$ cat src/rtl/fglr_pkg.sv
// Package for the flash global lock and software reset command block
package fglr_pkg;

  // Opcodes
  localparam logic [7:0] OP_GLOBAL_LOCK   = 8'h7e;
  localparam logic [7:0] OP_GLOBAL_UNLOCK = 8'h98;
  localparam logic [7:0] OP_RESET_ENABLE  = 8'h66;
  localparam logic [7:0] OP_RESET         = 8'h99;
  localparam logic [7:0] OP_WRITE_ENABLE  = 8'h06;
  localparam logic [7:0] OP_WRITE_DISABLE = 8'h04;

  // Register map (byte addresses)
  localparam logic [7:0] ADDR_CTRL   = 8'h00;
  localparam logic [7:0] ADDR_STATUS = 8'h04;
  localparam logic [7:0] ADDR_LOCK0  = 8'h08;
  localparam logic [7:0] ADDR_CMD    = 8'h0c;

  // Control register fields
  localparam int CTRL_SCHEME_BIT  = 0;
  localparam int CTRL_SUSPEND_BIT = 1;
  localparam int CTRL_BUSY_BIT  = 2;
  localparam int CTRL_PARAM_LSB = 8;
  localparam int CTRL_MODE_LSB  = 16;
  localparam int CTRL_WRAP_LSB  = 24;

  // Status register fields
  localparam int STAT_WRITE_EN_BIT = 0;
  localparam int STAT_ARMED_BIT  = 1;
  localparam int STAT_RST_BIT    = 2;
  localparam int STAT_DROP_BIT   = 3;

  // Reset values
  localparam logic [7:0] PARAM_RESET = 8'h00;
  localparam logic [7:0] MODE_RESET  = 8'h00;
  localparam logic [2:0] WRAP_RESET  = 3'h0;

  // Reset recovery time
  localparam int CLK_MHZ        = 200;
  localparam int RESET_RECOV_US = 30;
  localparam int RESET_RECOV_CYC = RESET_RECOV_US * CLK_MHZ;

  localparam logic [1:0] RESP_OKAY   = 2'b00;
  localparam logic [1:0] RESP_SLVERR = 2'b10;

  // SPI pins seen by the device
  typedef struct packed {
    logic cs_n;
    logic sclk;
    logic serial_data_in;
  } fglr_spi_s;

  // Opcode delivered by the shifter
  typedef struct packed {
    logic       valid;
    logic [7:0] code;
  } fglr_op_s;

endpackage

$ cat src/rtl/fglr_shifter.sv
// Serial opcode shifter: frames one opcode per chip select assertion
`timescale 1ns/100ps
`default_nettype none
module fglr_shifter
(
  // Clock and reset
  input  wire logic            aclk,
  input  wire logic            aresetn,
  // Serial pins
  input  wire fglr_pkg::fglr_spi_s spi,
  // Decoded opcode
  output var fglr_pkg::fglr_op_s op
);

  typedef struct packed {
    logic       sclk_d;
    logic [3:0] count;
    logic [7:0] shreg;
    logic       cs_d;
    fglr_pkg::fglr_op_s op;
  } fglr_shift_s;

  fglr_shift_s st;
  fglr_shift_s next_st;

  always_comb
  begin
    next_st          = st;
    next_st.sclk_d   = spi.sclk;
    next_st.cs_d     = spi.cs_n;
    next_st.op.valid = 1'b0;
    if (spi.cs_n)
    begin
      // Only a frame of exactly eight bits counts as a command
      if (!st.cs_d && st.count == 4'd8)
      begin
        next_st.op.valid = 1'b1;
        next_st.op.code  = st.shreg;
      end
      next_st.count = 4'd0;
    end
    else if (spi.sclk && !st.sclk_d)
    begin
      next_st.shreg = {st.shreg[6:0], spi.serial_data_in};
      if (st.count != 4'hf)
      begin
        next_st.count = st.count + 4'd1;
      end
    end
  end

  always_ff @(posedge aclk)
  begin
    if (!aresetn)
    begin
      st <= '{sclk_d: 1'b0, count: 4'd0, shreg: 8'h00, cs_d: 1'b1, op: '{valid: 1'b0, code: 8'h00}};
    end
    else
    begin
      st <= next_st;
    end
  end

  assign op = st.op;

endmodule
`default_nettype wire

$ cat src/rtl/fglr_cmd.sv
// Global lock/unlock and two-step software reset command interpreter
// What this block does
// - Global lock opcode 7Eh sets every protection bit to one.
// - Global unlock opcode 98h clears every protection bit to zero.
// - Global lock and unlock are accepted only while the write enable latch is set.
// - An accepted reset aborts work and restores defaults of volatile state.
// - Reset happens only when 66h is directly followed by 99h.
// - Any command other than 99h or a repeated 66h after 66h disarms the reset.
// - All commands are ignored for about 30us after a reset.
// - Protection bits are volatile and read as one after power-up or reset.
// - Protection bits govern protection only when protect_scheme_select is one.
`timescale 1ns/100ps
`default_nettype none
module fglr_cmd
#(
  parameter int NUM_LOCKS     = 32,
  parameter int RECOVERY_CYC  = fglr_pkg::RESET_RECOV_CYC
)
(
  // Clock and reset
  input  wire logic                 aclk,
  input  wire logic                 aresetn,
  // Serial pins
  input  wire fglr_pkg::fglr_spi_s  spi,
  // Effective protection per block
  output logic [NUM_LOCKS-1:0]      block_protected,
  output logic                      reset_busy,
  // AXI4-Lite write address
  input  wire logic                 s_axi_awvalid,
  output logic                      s_axi_awready,
  input  wire logic [7:0]           s_axi_awaddr,
  // AXI4-Lite write data
  input  wire logic                 s_axi_wvalid,
  output logic                      s_axi_wready,
  input  wire logic [31:0]          s_axi_wdata,
  input  wire logic [3:0]           s_axi_wstrb,
  // AXI4-Lite write response
  output logic                      s_axi_bvalid,
  input  wire logic                 s_axi_bready,
  output logic [1:0]                s_axi_bresp,
  // AXI4-Lite read address
  input  wire logic                 s_axi_arvalid,
  output logic                      s_axi_arready,
  input  wire logic [7:0]           s_axi_araddr,
  // AXI4-Lite read data
  output logic                      s_axi_rvalid,
  input  wire logic                 s_axi_rready,
  output logic [31:0]               s_axi_rdata,
  output logic [1:0]                s_axi_rresp
);

  localparam int CW = $clog2(RECOVERY_CYC + 1);

  typedef struct packed {
    logic [NUM_LOCKS-1:0] locks;
    logic                 write_enable_latch;
    logic                 armed;
    logic [CW-1:0]        recov;
    logic                 dropped;
    logic                 protect_scheme_select;
    logic                 suspend_flag;
    logic                 busy;
    logic [7:0]           read_parameter_bits;
    logic [7:0]           continuous_read_mode_bits;
    logic [2:0]           wrap_setting_bits;
    logic                 aw_got;
    logic [7:0]           aw_addr;
    logic                 w_got;
    logic [31:0]          w_data;
    logic [3:0]           w_strb;
    logic                 bvalid;
    logic [1:0]           bresp;
    logic                 rvalid;
    logic [31:0]          rdata;
    logic [1:0]           rresp;
  } fglr_state_s;

  fglr_state_s st;
  fglr_state_s next_st;
  fglr_pkg::fglr_op_s op;
  fglr_pkg::fglr_op_s cmd;
  logic sw_cmd_hit;
  logic [7:0] sw_cmd_code;
  logic do_write;
  logic [31:0] ctrl_word;

  fglr_shifter u_shifter
  (
    .aclk    (aclk),
    .aresetn (aresetn),
    .spi     (spi),
    .op      (op)
  );

  ////////////////////////////////////////////////////////////////////////////
  // Bus side helpers

  assign do_write = st.aw_got && st.w_got && !st.bvalid;
  // Software may inject an opcode through the command register, same path as the pins
  assign sw_cmd_hit  = do_write && st.aw_addr == fglr_pkg::ADDR_CMD && st.w_strb[0];
  assign sw_cmd_code = st.w_data[7:0];

  always_comb
  begin
    cmd = op;
    if (!op.valid && sw_cmd_hit)
    begin
      cmd.valid = 1'b1;
      cmd.code  = sw_cmd_code;
    end
  end

  assign ctrl_word = {5'h00, st.wrap_setting_bits, st.continuous_read_mode_bits,
                      st.read_parameter_bits, 5'h00, st.busy, st.suspend_flag, st.protect_scheme_select};

  ////////////////////////////////////////////////////////////////////////////
  // Next state

  always_comb
  begin
    next_st = st;

    // Recovery countdown after a reset
    if (st.recov != '0)
    begin
      next_st.recov = st.recov - CW'(1);
    end

    if (cmd.valid)
    begin
      if (st.recov != '0)
      begin
        next_st.dropped = 1'b1;
      end
      else
      begin
        next_st.armed = 1'b0;
        case (cmd.code)
          fglr_pkg::OP_WRITE_ENABLE:
          begin
            next_st.write_enable_latch = 1'b1;
          end
          fglr_pkg::OP_WRITE_DISABLE:
          begin
            next_st.write_enable_latch = 1'b0;
          end
          fglr_pkg::OP_GLOBAL_LOCK:
          begin
            if (st.write_enable_latch)
            begin
              next_st.locks              = '1;
              next_st.write_enable_latch = 1'b0;
            end
            else
            begin
              next_st.dropped = 1'b1;
            end
          end
          fglr_pkg::OP_GLOBAL_UNLOCK:
          begin
            if (st.write_enable_latch)
            begin
              next_st.locks              = '0;
              next_st.write_enable_latch = 1'b0;
            end
            else
            begin
              next_st.dropped = 1'b1;
            end
          end
          fglr_pkg::OP_RESET_ENABLE:
          begin
            next_st.armed = 1'b1;
          end
          fglr_pkg::OP_RESET:
          begin
            if (st.armed)
            begin
              next_st.locks                     = '1;
              next_st.write_enable_latch        = 1'b0;
              next_st.suspend_flag              = 1'b0;
              next_st.busy                      = 1'b0;
              next_st.protect_scheme_select     = 1'b0;
              next_st.read_parameter_bits       = fglr_pkg::PARAM_RESET;
              next_st.continuous_read_mode_bits = fglr_pkg::MODE_RESET;
              next_st.wrap_setting_bits         = fglr_pkg::WRAP_RESET;
              next_st.recov                     = CW'(RECOVERY_CYC);
            end
          end
          default:
          begin
          end
        endcase
      end
    end

    // AXI4-Lite write channel capture
    if (s_axi_awvalid && s_axi_awready)
    begin
      next_st.aw_got  = 1'b1;
      next_st.aw_addr = s_axi_awaddr;
    end
    if (s_axi_wvalid && s_axi_wready)
    begin
      next_st.w_got  = 1'b1;
      next_st.w_data = s_axi_wdata;
      next_st.w_strb = s_axi_wstrb;
    end
    if (do_write)
    begin
      next_st.aw_got = 1'b0;
      next_st.w_got  = 1'b0;
      next_st.bvalid = 1'b1;
      next_st.bresp  = fglr_pkg::RESP_OKAY;
      case (st.aw_addr)
        fglr_pkg::ADDR_CTRL:
        begin
          if (st.w_strb[0])
          begin
            next_st.protect_scheme_select = st.w_data[fglr_pkg::CTRL_SCHEME_BIT];
            next_st.suspend_flag          = st.w_data[fglr_pkg::CTRL_SUSPEND_BIT];
            next_st.busy         = st.w_data[fglr_pkg::CTRL_BUSY_BIT];
          end
          if (st.w_strb[1])
          begin
            next_st.read_parameter_bits = st.w_data[fglr_pkg::CTRL_PARAM_LSB +: 8];
          end
          if (st.w_strb[2])
          begin
            next_st.continuous_read_mode_bits = st.w_data[fglr_pkg::CTRL_MODE_LSB +: 8];
          end
          if (st.w_strb[3])
          begin
            next_st.wrap_setting_bits = st.w_data[fglr_pkg::CTRL_WRAP_LSB +: 3];
          end
        end
        fglr_pkg::ADDR_STATUS:
        begin
          // Writing one clears the sticky drop flag; a drop landing now keeps it set only if it was clear
          if (st.w_strb[0] && st.w_data[fglr_pkg::STAT_DROP_BIT] && !(next_st.dropped && !st.dropped))
          begin
            next_st.dropped = 1'b0;
          end
        end
        fglr_pkg::ADDR_CMD, fglr_pkg::ADDR_LOCK0:
        begin
        end
        default:
        begin
          next_st.bresp = fglr_pkg::RESP_SLVERR;
        end
      endcase
    end
    if (st.bvalid && s_axi_bready)
    begin
      next_st.bvalid = 1'b0;
    end

    // AXI4-Lite read channel
    if (s_axi_arvalid && s_axi_arready)
    begin
      next_st.rvalid = 1'b1;
      next_st.rresp  = fglr_pkg::RESP_OKAY;
      case (s_axi_araddr)
        fglr_pkg::ADDR_CTRL:
        begin
          next_st.rdata = ctrl_word;
        end
        fglr_pkg::ADDR_STATUS:
        begin
          next_st.rdata = {28'h0000000, st.dropped, st.recov != '0, st.armed, st.write_enable_latch};
        end
        fglr_pkg::ADDR_LOCK0:
        begin
          next_st.rdata = 32'(st.locks);
        end
        fglr_pkg::ADDR_CMD:
        begin
          next_st.rdata = 32'h00000000;
        end
        default:
        begin
          next_st.rdata = 32'h00000000;
          next_st.rresp = fglr_pkg::RESP_SLVERR;
        end
      endcase
    end
    else if (st.rvalid && s_axi_rready)
    begin
      next_st.rvalid = 1'b0;
    end
  end

  ////////////////////////////////////////////////////////////////////////////
  // State register

  always_ff @(posedge aclk)
  begin
    if (!aresetn)
    begin
      st       <= '0;
      st.locks <= '1;
    end
    else
    begin
      st <= next_st;
    end
  end

  ////////////////////////////////////////////////////////////////////////////
  // Outputs

  // Holding off new addresses while a response waits keeps one write in flight
  assign s_axi_awready = !st.aw_got && !st.bvalid;
  assign s_axi_wready  = !st.w_got && !st.bvalid;
  assign s_axi_bvalid  = st.bvalid;
  assign s_axi_bresp   = st.bresp;
  assign s_axi_arready = !st.rvalid;
  assign s_axi_rvalid  = st.rvalid;
  assign s_axi_rdata   = st.rdata;
  assign s_axi_rresp   = st.rresp;
  assign reset_busy    = st.recov != '0;

  // With the scheme bit clear the per-block bits have no effect
  assign block_protected = st.protect_scheme_select ? st.locks : '0;

endmodule
`default_nettype wire

$ cat config.mk
export PLATFORM = sky130hd
export DESIGN_NAME = fglr_cmd
export DESIGN_NICKNAME = d
export VERILOG_FILES = /design/src/rtl/fglr_pkg.sv /design/src/rtl/fglr_shifter.sv /design/src/rtl/fglr_cmd.sv
export SDC_FILE = /design/constraint.sdc
export NUM_CORES = 1
export LEC_CHECK = 0
export BUFFER_PORTS_ARGS = -buffer_cell sky130_fd_sc_hd__buf_2
export CAP_MARGIN = 10
export CORE_MARGIN = 5
export CORE_UTILIZATION = 54
export DETAILED_ROUTE_END_ITERATION = 16
export GPL_TIMING_DRIVEN = 0
export HOLD_SLACK_MARGIN = 0.06
export PLACE_DENSITY = 0.81
export SYNTH_ARGS = -nofsm -noshare
export SYNTH_HDL_FRONTEND = slang
export SYNTH_HIERARCHICAL = 1
export SYNTH_SLANG_ARGS = --single-unit
$ cat constraint.sdc
create_clock -name aclk -period 3.15 [get_ports aclk]
set_input_delay 0.1575 -clock aclk [delete_from_list [all_inputs] [get_ports aclk]]
set_output_delay 0.1575 -clock aclk [all_outputs]
set_load 0.05 [all_outputs]
==> results of run 1 <==
[area by class of cell]
type                    count  area [um^2]  area share [%]
repair buffers            170         1070            13.5
flip-flops and latches    131         2620            33.1
inverters                   9         33.8           0.427
well taps                 140          175            2.21
multi-input cells         511         2720            34.3
clock buffers              19          433            5.47
clock inverters            13          124            1.56
plain buffers             117          742            9.37
diodes                      1         2.50          0.0316
[registers in the layout, indices dropped and copies added (netlist names)]
signal	count
s_axi_bvalid	1
s_axi_rresp	1
u_shifter/st	14
st	58
s_axi_bresp	1
s_axi_rvalid	1
ctrl_word	22
s_axi_rdata	24
u_shifter/op	9
[cells by family (layout without fill, tap and decap cells)]
logic type,Yosys count,count (layout)
flip-flops,131,131
AO/OA/AOI/OAI,170,170
multiplexers,13,13
buffers and inverters,126,328
AND/OR/NAND/NOR,316,316
other,1,3
adder cells (fa/ha/maj),3,3
XOR/XNOR,7,7
[worst max-delay path, stage by stage (launching register included)]
cell      delay, ps
dfxtp_1         350
or4_4           570
or3_4           370
nor3_2          230
inv_2           170
nor2_1          160
o211ai_1        150
buf_2           240
nand3_1         140
a21oi_1          90
[path summary, 6_finish.rpt]
check	end	startpoint	slack (ps)
setup / recovery	ctrl_word[16]	st[113]	550
hold / removal	u_shifter/op[1]	aresetn	80
setup reg to reg	ctrl_word[16]	st[113]	550
hold reg to reg	u_shifter/op[6]	u_shifter/op[6]	460
[cell usage after synthesis (4+ instances only)]
cell	number
nand3_1	36
nor3_1	14
nor2_1	34
clkbuf_1	27
nand2b_1	5
buf_4	76
o21ai_0	28
and3_1	4
a211oi_1	6
a31oi_1	5
inv_1	8
dfxtp_1	131
o31ai_1	4
xnor2_1	5
nor4_1	4
a21oi_1	98
buf_2	7
mux2i_1	10
a21boi_1	8
and2_1	30
o21ai_1	11
buf_1	5
nand2_1	155
[power by group]
part	switching, mW	total [mW]	internal [mW]
Clock	0.756	1.85	1.10
Sequential	0.0976	1.87	1.77
Combinational	0.476	0.826	0.350
Total	1.33	4.55	3.22
[routing by layer]
| layer | part of all wire [%] | routed length, um |
|---|---|---|
| met5 | 0 | 0 |
| met4 | 2.3 | 377 |
| met3 | 9.9 | 1630 |
| met2 | 46 | 7590 |
| met1 | 42 | 6820 |
==> impl_results.md, run 1 <==
* Status: completed
* TritonCTS clock tree: done
* Post-synthesis compound-gate area fraction at 15.4%
* Starting Density at 55.6%
* Worst VDD drop at 0.000343 V
* Post-layout util at between 70% and 80%
* Number of DRC markers in iteration 0 at 417
* # nets final at between 1000 and 1500
* Synth area leaders: dfxtp_1 (43%), nand2_1 (9.5%), buf_4 (9.3%), a21oi_1 (8.0%), and2_1 (3.1%)
* # rows at 38
* Die area at 0.0135 mm^2
* Arrival time worst endpoint at approximately 2900 ps
* Mux cell area share after synthesis at approximately 2.2%
* Register area share after synthesis at 42.9%
* Most frequent cells in the layout: nand2_1 (155), buf_2 (133), dfxtp_1 (131)
* Vias in the first global route at about 5500
* Dpl cells at 1034
* Initial antenna violation count at 1
* Root Buffer: clkbuf_16
* Post-Synth Simple-Gate Area at between 20 and 30%
* 1st-pass router iterations at 5
* DR WL/cell at between 10 and 15 um
* Hold Vio Cnt, Final at 0
* FFs w/ async S/R, synth at 0%
* Filler cells at 788
* RSZ-0062 raised after global routing: false
* Final setup viols at 0
* Kind of critical path: register to register
* Post-synthesis xor/xnor area fraction at 1.00%
* CP max FO at 10
* Clk sinks at ~130
* Worst-Skew Late Latency at about 410 ps
* Synth cell types at 62
* Hold Path Depth at 3
* GRT busiest layer: met2
* DRC at 0
* P&R area growth vs syn at 29.6%
* Finished Cell Area at 0.00792 mm^2
* Syn_area_per_cell at about 8 um^2
* Syn. warnings at 6
* Pre-CTS WS at 605 ps
* Worst-path clk slew at 60 ps
* Vias per cell at ~5.3
* Tot GR Track Use at 24.3%
* Met2 Usage GRT at slightly above 40%
* Total power at 4.55 mW
* Post-CTS resize count at 0
* Clk_skew at 9.64 ps
* # port buffers at 126
* Fin crit period at 2600 ps
* Pin count of the biggest net entering global routing at 33
* Worst-Margin Slew at approximately 1000 ps
* Worst setup EP type: register
* Leading area contributor after synthesis: dfxtp_1
* Die height at 116 um
* Post-synth EDFFs at 0
* H-tree levels at 4
* Max-cap violations at 0
* Worst setup margin at 552 ps
* Postcts setup bufs at 0
* Crit start category: register
* DP HPWL at 10.9 mm
* Post-Route WL at roughly 16 mm
* Routability-driven placement congestion ratio at 0.860
* Area post-placement at 0.00692 mm^2
* Total negative slack at 0 ps
* CTS Buf Count at 17
* Post-synth top flop: dfxtp_1
* Main combinational cell family by area after synthesis: simple AND/OR/NAND/NOR gates
* Share of layout cells above drive strength 1 at 26.7%
* Lkg Pwr at between 3 and 4 nW
* Adder-Cell Fraction of Synth Area at 0.614%
* Post-synthesis cell area at around 0.006 mm^2
* Core ar. at 0.0110 mm^2
* Vias after detailed routing at 5851
* First-pass GRT wire length at 26.2 mm
* Tcrit/Tclk final at between 80 and 90%
* Total gr overflow at 0
* Post-synth top area share at 42.9%
* Hold Path Class: input port to register
* Final hold slack at 80.4 ps
* Flops & latches, synth at 131
* Rel. slew slack at 32.9%
* Commonest non-fill, non-tap cell in the layout: nand2_1
* Layout Cells excl Fill at 1111
* Maximum clock rate at 385 MHz
* Pwr per Cell Area at about 570 mW/mm^2
* Syn Inst Count at 767
* Reg2reg path depth at 9
* Post-route ant nets at 0
* GR Util met1 at a little under a third
* Worst path required time at 3410 ps
* Max Root-Sink Buffers at 2
* IO Count at 136
* Met3 usage at 5.54%
* Die Wd at about 120 um
* Hold bufs inserted after CTS at 44
* Max Slew Vio Count at 0
Power figures use the tool's default switching activity.
==> run 2, diff against run 1 <==
Settings changed: CORE_UTILIZATION 54 to 49, PLACE_DENSITY 0.81 to 0.77.
Clock period 3.15 ns to 2.11 ns, I/O delays scaled along.
==> impl_results.md, run 2 (synthesis results as in run 1) <==
* Final setup viols at 40 (+40)
* Routability-driven placement congestion ratio at 0.899 (+4.5%)
* TritonCTS clock tree: done
* Total negative slack at -12610 ps (-12610 ps)
* Arrival time worst endpoint at 2760 ps (-100 ps)
* Post-Route WL at 17.5 mm (+6.3%)
* H-tree levels at 4 (unchanged)
* Pin count of the biggest net entering global routing at 33 (unchanged)
* Lkg Pwr at 3.53 nW (+4.6%)
* Worst VDD drop at 0.000840 V (+140%)
* Die height at 122 um (+4.6%)
* Layout Cells excl Fill at 1152 (+3.7%)
* Max reg flops at 58 (unchanged)
* Worst-path clk slew at 60 ps (about the same)
* Worst setup margin at -386 ps (-938 ps)
* Vias per cell at 5.21 (-1.1%)
* P&R area growth vs syn at 38.1%
* Pwr per Cell Area at 924 mW/mm^2 (+61%)
* Vias in the first global route at 5667 (+2.4%)
* Starting Density at 50.4% (-5.2 points)
* Root Buffer: clkbuf_16
* Hold Path Class: input port to register
* Total gr overflow at 0 (unchanged)
* # port buffers at 126 (unchanged)
* Die area at 0.0148 mm^2 (+9.3%)
* Internal power at 5.61 mW (+74%)
* DP HPWL at 11.0 mm (+1.2%)
* Max Root-Sink Buffers at 2 (unchanged)
* Total power at 7.80 mW (+71%)
* Filler cells at 933 (+18%)
* Worst-Margin Slew at 821 ps (-185 ps)
* Area post-placement at 0.00700 mm^2 (+1.2%)
* Status: finished, violations left
* DRC at 0 (unchanged)
* Crit start category: register
* # nets final at 1036 (+1.4%)
* Finished Cell Area at 0.00844 mm^2 (+6.6%)
* RSZ-0062 raised after global routing: true
* Kind of critical path: register to register
* Commonest non-fill, non-tap cell in the layout: nand2_1
* Vias after detailed routing at 5999 (+2.5%)
* Antenna diodes at 0 (-1)
* # rows at 40 (+5.3%)
* Post-layout util at 69.7% (-2.4 points)
* First-pass GRT wire length at 26.9 mm (+2.7%)
* Clk sinks at 131 (unchanged)
* Tcrit/Tclk final at 118% (+36 points)
* Maximum clock rate at 401 MHz (+4.1%)
* Hold Vio Cnt, Final at 0 (unchanged)
* Footprint of the multi-input gates at 0.00295 mm^2 (+8.8%)
* Most flops, register: st
* Worst-Skew Late Latency at 420 ps (about the same)
* CTS Buf Count at 17 (unchanged)
* Share of layout cells above drive strength 1 at 33.0% (+6.3 points)
* Worst path required time at 2370 ps (-1040 ps)
* Post-route ant nets at 0 (unchanged)
* Sw frac at 28.1% (-1.1 points)
* IO Count at 136 (unchanged)
* Rel. slew slack at 45.3% (+12 points)
* Register Area at 0.00263 mm^2 (+0.24%)
* Tot GR Track Use at 22.5% (-1.8 points)
* NetSw at 2.19 mW (+65%)
* Worst setup EP type: register
* Die Wd at 122 um (+4.6%)
* Sequential Power Share at 35.9% (-5.2 points)
* Most frequent cells in the layout: nand2_1 (155), buf_2 (130), dfxtp_1 (128)
* Part of the power in the clock network at 42.1% (+1.4 points)
* Core ar. at 0.0121 mm^2 (+10%)
* Violated checks: negative setup slack
* Number of DRC markers in iteration 0 at 503 (+21%)
* Clk_skew at 8.64 ps (-1.00 ps)
* Max Slew Vio Count at 0 (unchanged)
* Initial antenna violation count at 0 (-1)
* Max-cap violations at 0 (unchanged)
* Proportion of power drawn by combinational gates at 22.0% (+3.8 points)
* 1st-pass router iterations at 5 (unchanged)
* Fin crit period at 2500 ps (-102 ps)
* CP max FO at 5 (-5)
* Dpl cells at 1062 (+2.7%)
* DR WL/cell at 15.1 um (+2.5%)
==> run 2: cell types whose count changed in the layout (fill, tap and decap cells not counted), sizes merged <==
cell	before	now
bufinv	1	5
clkinv	5	4
dlygate4sd3	44	45
diode	1	0
inv	14	13
clkinvlp	2	1
buf	215	229
clkbuf	47	45
==> run 2: what timing repair did <==
item                                    in CTS  in global routing
buffers inserted                             8                  5
gates resized for setup                     28                 29
pin swaps                                   18                 21
gates cloned                                 1                  1
endpoints found under the hold margin       49                  0
hold buffers                                45                  0
endpoints found under the setup margin      70                 51
==> run 2: path summary, 6_finish.rpt <==
check,endpoint,startpoint,cells after the start,slack [ps]
min,s_axi_rresp[1],s_axi_araddr[6],5,80
min reg2reg,ctrl_word[18],st[60],2,450
max,ctrl_word[13],st[114],9,-390
max reg2reg,ctrl_word[13],st[114],9,-390
==> run 2: area by class of cell <==
type	count	area share (%)
clock inverters	14	2.64
plain buffers	116	8.90
inverters	9	0.430
well taps	168	2.49
multi-input cells	511	35.0
repair buffers	185	14.2
clock buffers	18	5.20
flip-flops and latches	131	31.2
==> run 2: power groups by stage <==
stage / registers (mW) / logic, mW / clock network, mW
2_1_floorplan: 2.82 / 0.936 / 0
3_3_place_gp: 2.83 / 1.16 / 0
3_5_place_dp: 2.84 / 1.18 / 0
4_1_cts: 2.78 / 1.48 / 3.31
5_1_grt: 2.82 / 1.84 / 3.43
6_report: 2.80 / 1.71 / 3.28
==> run 2: worst max-delay path: stages (launching register included) <==
cell,delay (ps)
dfxtp_2,330
or4_4,540
or3_4,430
nor3_4,190
inv_4,70
nor2_4,90
o211ai_1,250
buf_4,270
nand3_2,80
a21oi_2,80
==> run 2: stage by stage <==
| stage | hold slack (ps) | worst slack [ps] |
|---|---|---|
| after global routing | 129 | -455 |
| after floorplan | 205 | -149 |
| after global placement | 296 | -291 |
| final | 75.3 | -386 |
| after detailed placement | 304 | -335 |
| after CTS | 64.0 | -271 |
==> run 2: per-layer routing <==
| metal | part of all wire (%) | GRT usage (%) | routed length, um | up-vias |
|---|---|---|---|---|
| li1 | - | - | - | 2944 |
| met1 | 42 | 26.8 | 7280 | 2741 |
| met2 | 48 | 39.1 | 8410 | 265 |
| met3 | 7.6 | 5.57 | 1330 | 49 |
| met4 | 2.5 | 7.98 | 433 | 0 |
| met5 | 0 | 0 | 0 | - |
==> run 3, diff against run 2 <==
--- a/constraint.sdc
+++ b/constraint.sdc
@@ -3,2 +3,2 @@
 set_output_delay 0.1055 -clock aclk [all_outputs]
-set_load 0.05 [all_outputs]
+set_load 0.1 [all_outputs]
==> impl_results.md, run 3 (synthesis results as in run 1) <==
* NetSw at 2.36 mW (+7.7%)
* Max reg flops at 58 (unchanged)
* Clk_skew at 8.59 ps (-0.0520 ps)
* # rows at 40 (unchanged)
* H-tree levels at 4 (unchanged)
* First-pass GRT wire length at 27.0 mm (+0.38%)
* Number of DRC markers in iteration 0 at 405 (-19%)
* Sw frac at 30.3% (+2.2 points)
* Die area at 0.0148 mm^2 (unchanged)
* Reg2reg path depth at 9 (unchanged)
* Status: finished, violations left
* TritonCTS clock tree: done
* Vias in the first global route at 5504 (-2.9%)
* Final hold slack at 68.3 ps (-7.05 ps)
* Worst r2r dst: ctrl_word[2]
* CP max FO at 10 (+5)
* Crit start category: register
* # nets final at 1038 (+0.19%)
* Part of the power in the clock network at 38.1% (-4.0 points)
* Clk sinks at 131 (unchanged)
* Worst-Skew Late Latency at 420 ps (about the same)
* 1st-pass router iterations at 5 (unchanged)
* Most frequent cells in the layout: nand2_1 (153), buf_2 (129), dfxtp_1 (127)
* Post-route ant nets at 0 (unchanged)
* Die Wd at 122 um (unchanged)
* Worst-Margin Slew at 686 ps (-135 ps)
* Proportion of power drawn by combinational gates at 26.0% (+4.0 points)
* Core ar. at 0.0121 mm^2 (unchanged)
* Post-Route WL at 16.9 mm (-2.9%)
* Initial antenna violation count at 0 (unchanged)
* Reg2Reg Setup Slack at -350 ps (+40 ps)
* Root Buffer: clkbuf_16
* Max Slew Vio Count at 0 (unchanged)
* Most flops, register: st
* # port buffers at 126 (unchanged)
* Worst setup margin at -349 ps (+36.9 ps)
* Worst path required time at 2390 ps (+20 ps)
* Sequential Power Share at 36.0% (about the same)
* Final setup viols at 39 (-2.5%)
* Worst VDD drop at 0.000575 V (-31%)
* DRC at 0 (unchanged)
* Pin count of the biggest net entering global routing at 33 (unchanged)
* Finished Cell Area at 0.00835 mm^2 (-1.0%)
* Vias after detailed routing at 5996 (-0.050%)
* Hold Path Class: input port to register
* Fin crit period at 2460 ps (-36.9 ps)
* Die height at 122 um (unchanged)
* Kind of critical path: register to register
* Antenna diodes at 0 (unchanged)
* Pwr per Cell Area at 932 mW/mm^2 (+0.82%)
* Area post-placement at 0.00703 mm^2 (+0.43%)
* Total gr overflow at 0 (unchanged)
* Critical Path Max Stage Delay at 530 ps (about the same)
* Internal power at 5.42 mW (-3.3%)
* IO Count at 136 (unchanged)
* Post-layout util at 69.0% (-0.70 points)
* Worst setup EP type: register
* Max Root-Sink Buffers at 2 (unchanged)
* Crit path max-delay cell type: or4_4
* Arrival time worst endpoint at 2730 ps (-30 ps)
* Reg2reg start: st[113]
* Routability-driven placement congestion ratio at 0.871 (-3.2%)
* Vias per cell at 5.20 (-0.22%)
* P&R area growth vs syn at 36.7%
* Cells along the critical path: or4_4 -> or3_4 -> nor3_4 -> bufinv_16 -> nor2_4 -> o211ai_1 -> buf_4 -> nand3_1 -> a21oi_1
* Lkg Pwr at 3.52 nW (-0.32%)
* Hold Vio Cnt, Final at 0 (unchanged)
* Setup crit end: ctrl_word[2]
* Max-cap violations at 0 (unchanged)
* Rel. slew slack at 53.7% (+8.4 points)
* Commonest non-fill, non-tap cell in the layout: nand2_1
* DR WL/cell at 14.7 um (-3.1%)
* Starting Density at 50.4% (unchanged)
* Violated checks: negative setup slack
* Share of layout cells above drive strength 1 at 31.8% (-1.2 points)
* Filler cells at 931 (-0.21%)
* CTS Buf Count at 17 (unchanged)
* Maximum clock rate at 407 MHz (+1.5%)
* Worst Setup SP: st[113]
* RSZ-0062 raised after global routing: true
* DP HPWL at 10.9 mm (-1.2%)
* Tot GR Track Use at 22.7% (+0.26 points)
* Worst-path clk slew at 60 ps (about the same)
* Tcrit/Tclk final at 117% (-1.7 points)
[run 3: cell types whose count changed in the layout (fill, tap and decap cells not counted), moves of 2 or more]
cell	change
nand3_2	-13
nand3_1	+12
a21oi_1	+5
a21oi_2	-5
bufinv_16	-2
nor2_2	+2
buf_4	+3
nand2_1	-2
clkinvlp_4	+3
nor2_1	-2
[run 3: stage by stage]
stage	cells	setup TNS, ps	setup WS, ps	power (mW)
global route	1154	-14780	-448	8.08
global placement	1062	-12590	-349	4.20
CTS	1150	-9330	-289	7.47
floorplan	768	-10380	-211	3.96
finish	1154	-11360	-349	7.78
detailed placement	1062	-13780	-370	4.22
[run 3: area by class of cell]
cell class                 instances  area [um^2]  area share (%)
multi-input combinational        511         2880            34.5
sequential                       131         2630            31.5
timing repair buffer             186         1210            14.5
buffer                           117          752            9.00
clock buffer                      19          453            5.42
tap                              168          210            2.52
clock inverter                    13          145            1.74
inverter                           9         63.8           0.764
[run 3: critical path, delay by kind of cell (launching register included)]
kind	cells	cell delay, ps
AO/OA/AOI/OAI	2	260
AND/OR/NAND/NOR	5	1280
flip-flops	1	320
buffers and inverters	2	450
[run 3: how the worst min path moves through the flow]
stage,startpoint,endpoint,slack [ps],depth (start not counted)
finish,s_axi_wvalid,st[38],70,4
floorplan,s_axi_rready,s_axi_rvalid,190,1
CTS,s_axi_wvalid,st[38],60,4
global route,s_axi_wvalid,st[38],90,4
detailed placement,s_axi_rready,s_axi_rvalid,290,2
global placement,s_axi_rready,s_axi_rvalid,280,2
[run 3: power groups by stage]
stage | logic, mW | registers [mW] | clock network, mW
2_1_floorplan | 1.13 | 2.83 | 0
3_3_place_gp | 1.36 | 2.84 | 0
3_5_place_dp | 1.38 | 2.84 | 0
4_1_cts | 1.70 | 2.79 | 2.98
5_1_grt | 2.15 | 2.82 | 3.11
6_report | 2.02 | 2.80 | 2.96
[run 3: timing repair]
| item | 4_1_cts | 5_1_grt |
|---|---|---|
| hold endpoints to repair | 49 | 0 |
| pin swaps | 10 | 8 |
| gates resized for setup | 21 | 23 |
| gates cloned | 1 | 0 |
| setup buffers | 10 | 6 |
| hold buffers | 45 | 0 |
| setup endpoints to repair | 38 | 81 |
[run 3: metal layers]
| metal | vias to the layer above | part of all wire [%] | track usage [%] |
|---|---|---|---|
| met1 | 2762 | 43 | 28.9 |
| met2 | 254 | 48 | 38.0 |
| li1 | 2951 | - | - |
| met5 | - | 0 | 0 |
| met3 | 29 | 7.6 | 6.17 |
| met4 | 0 | 1.5 | 6.30 |
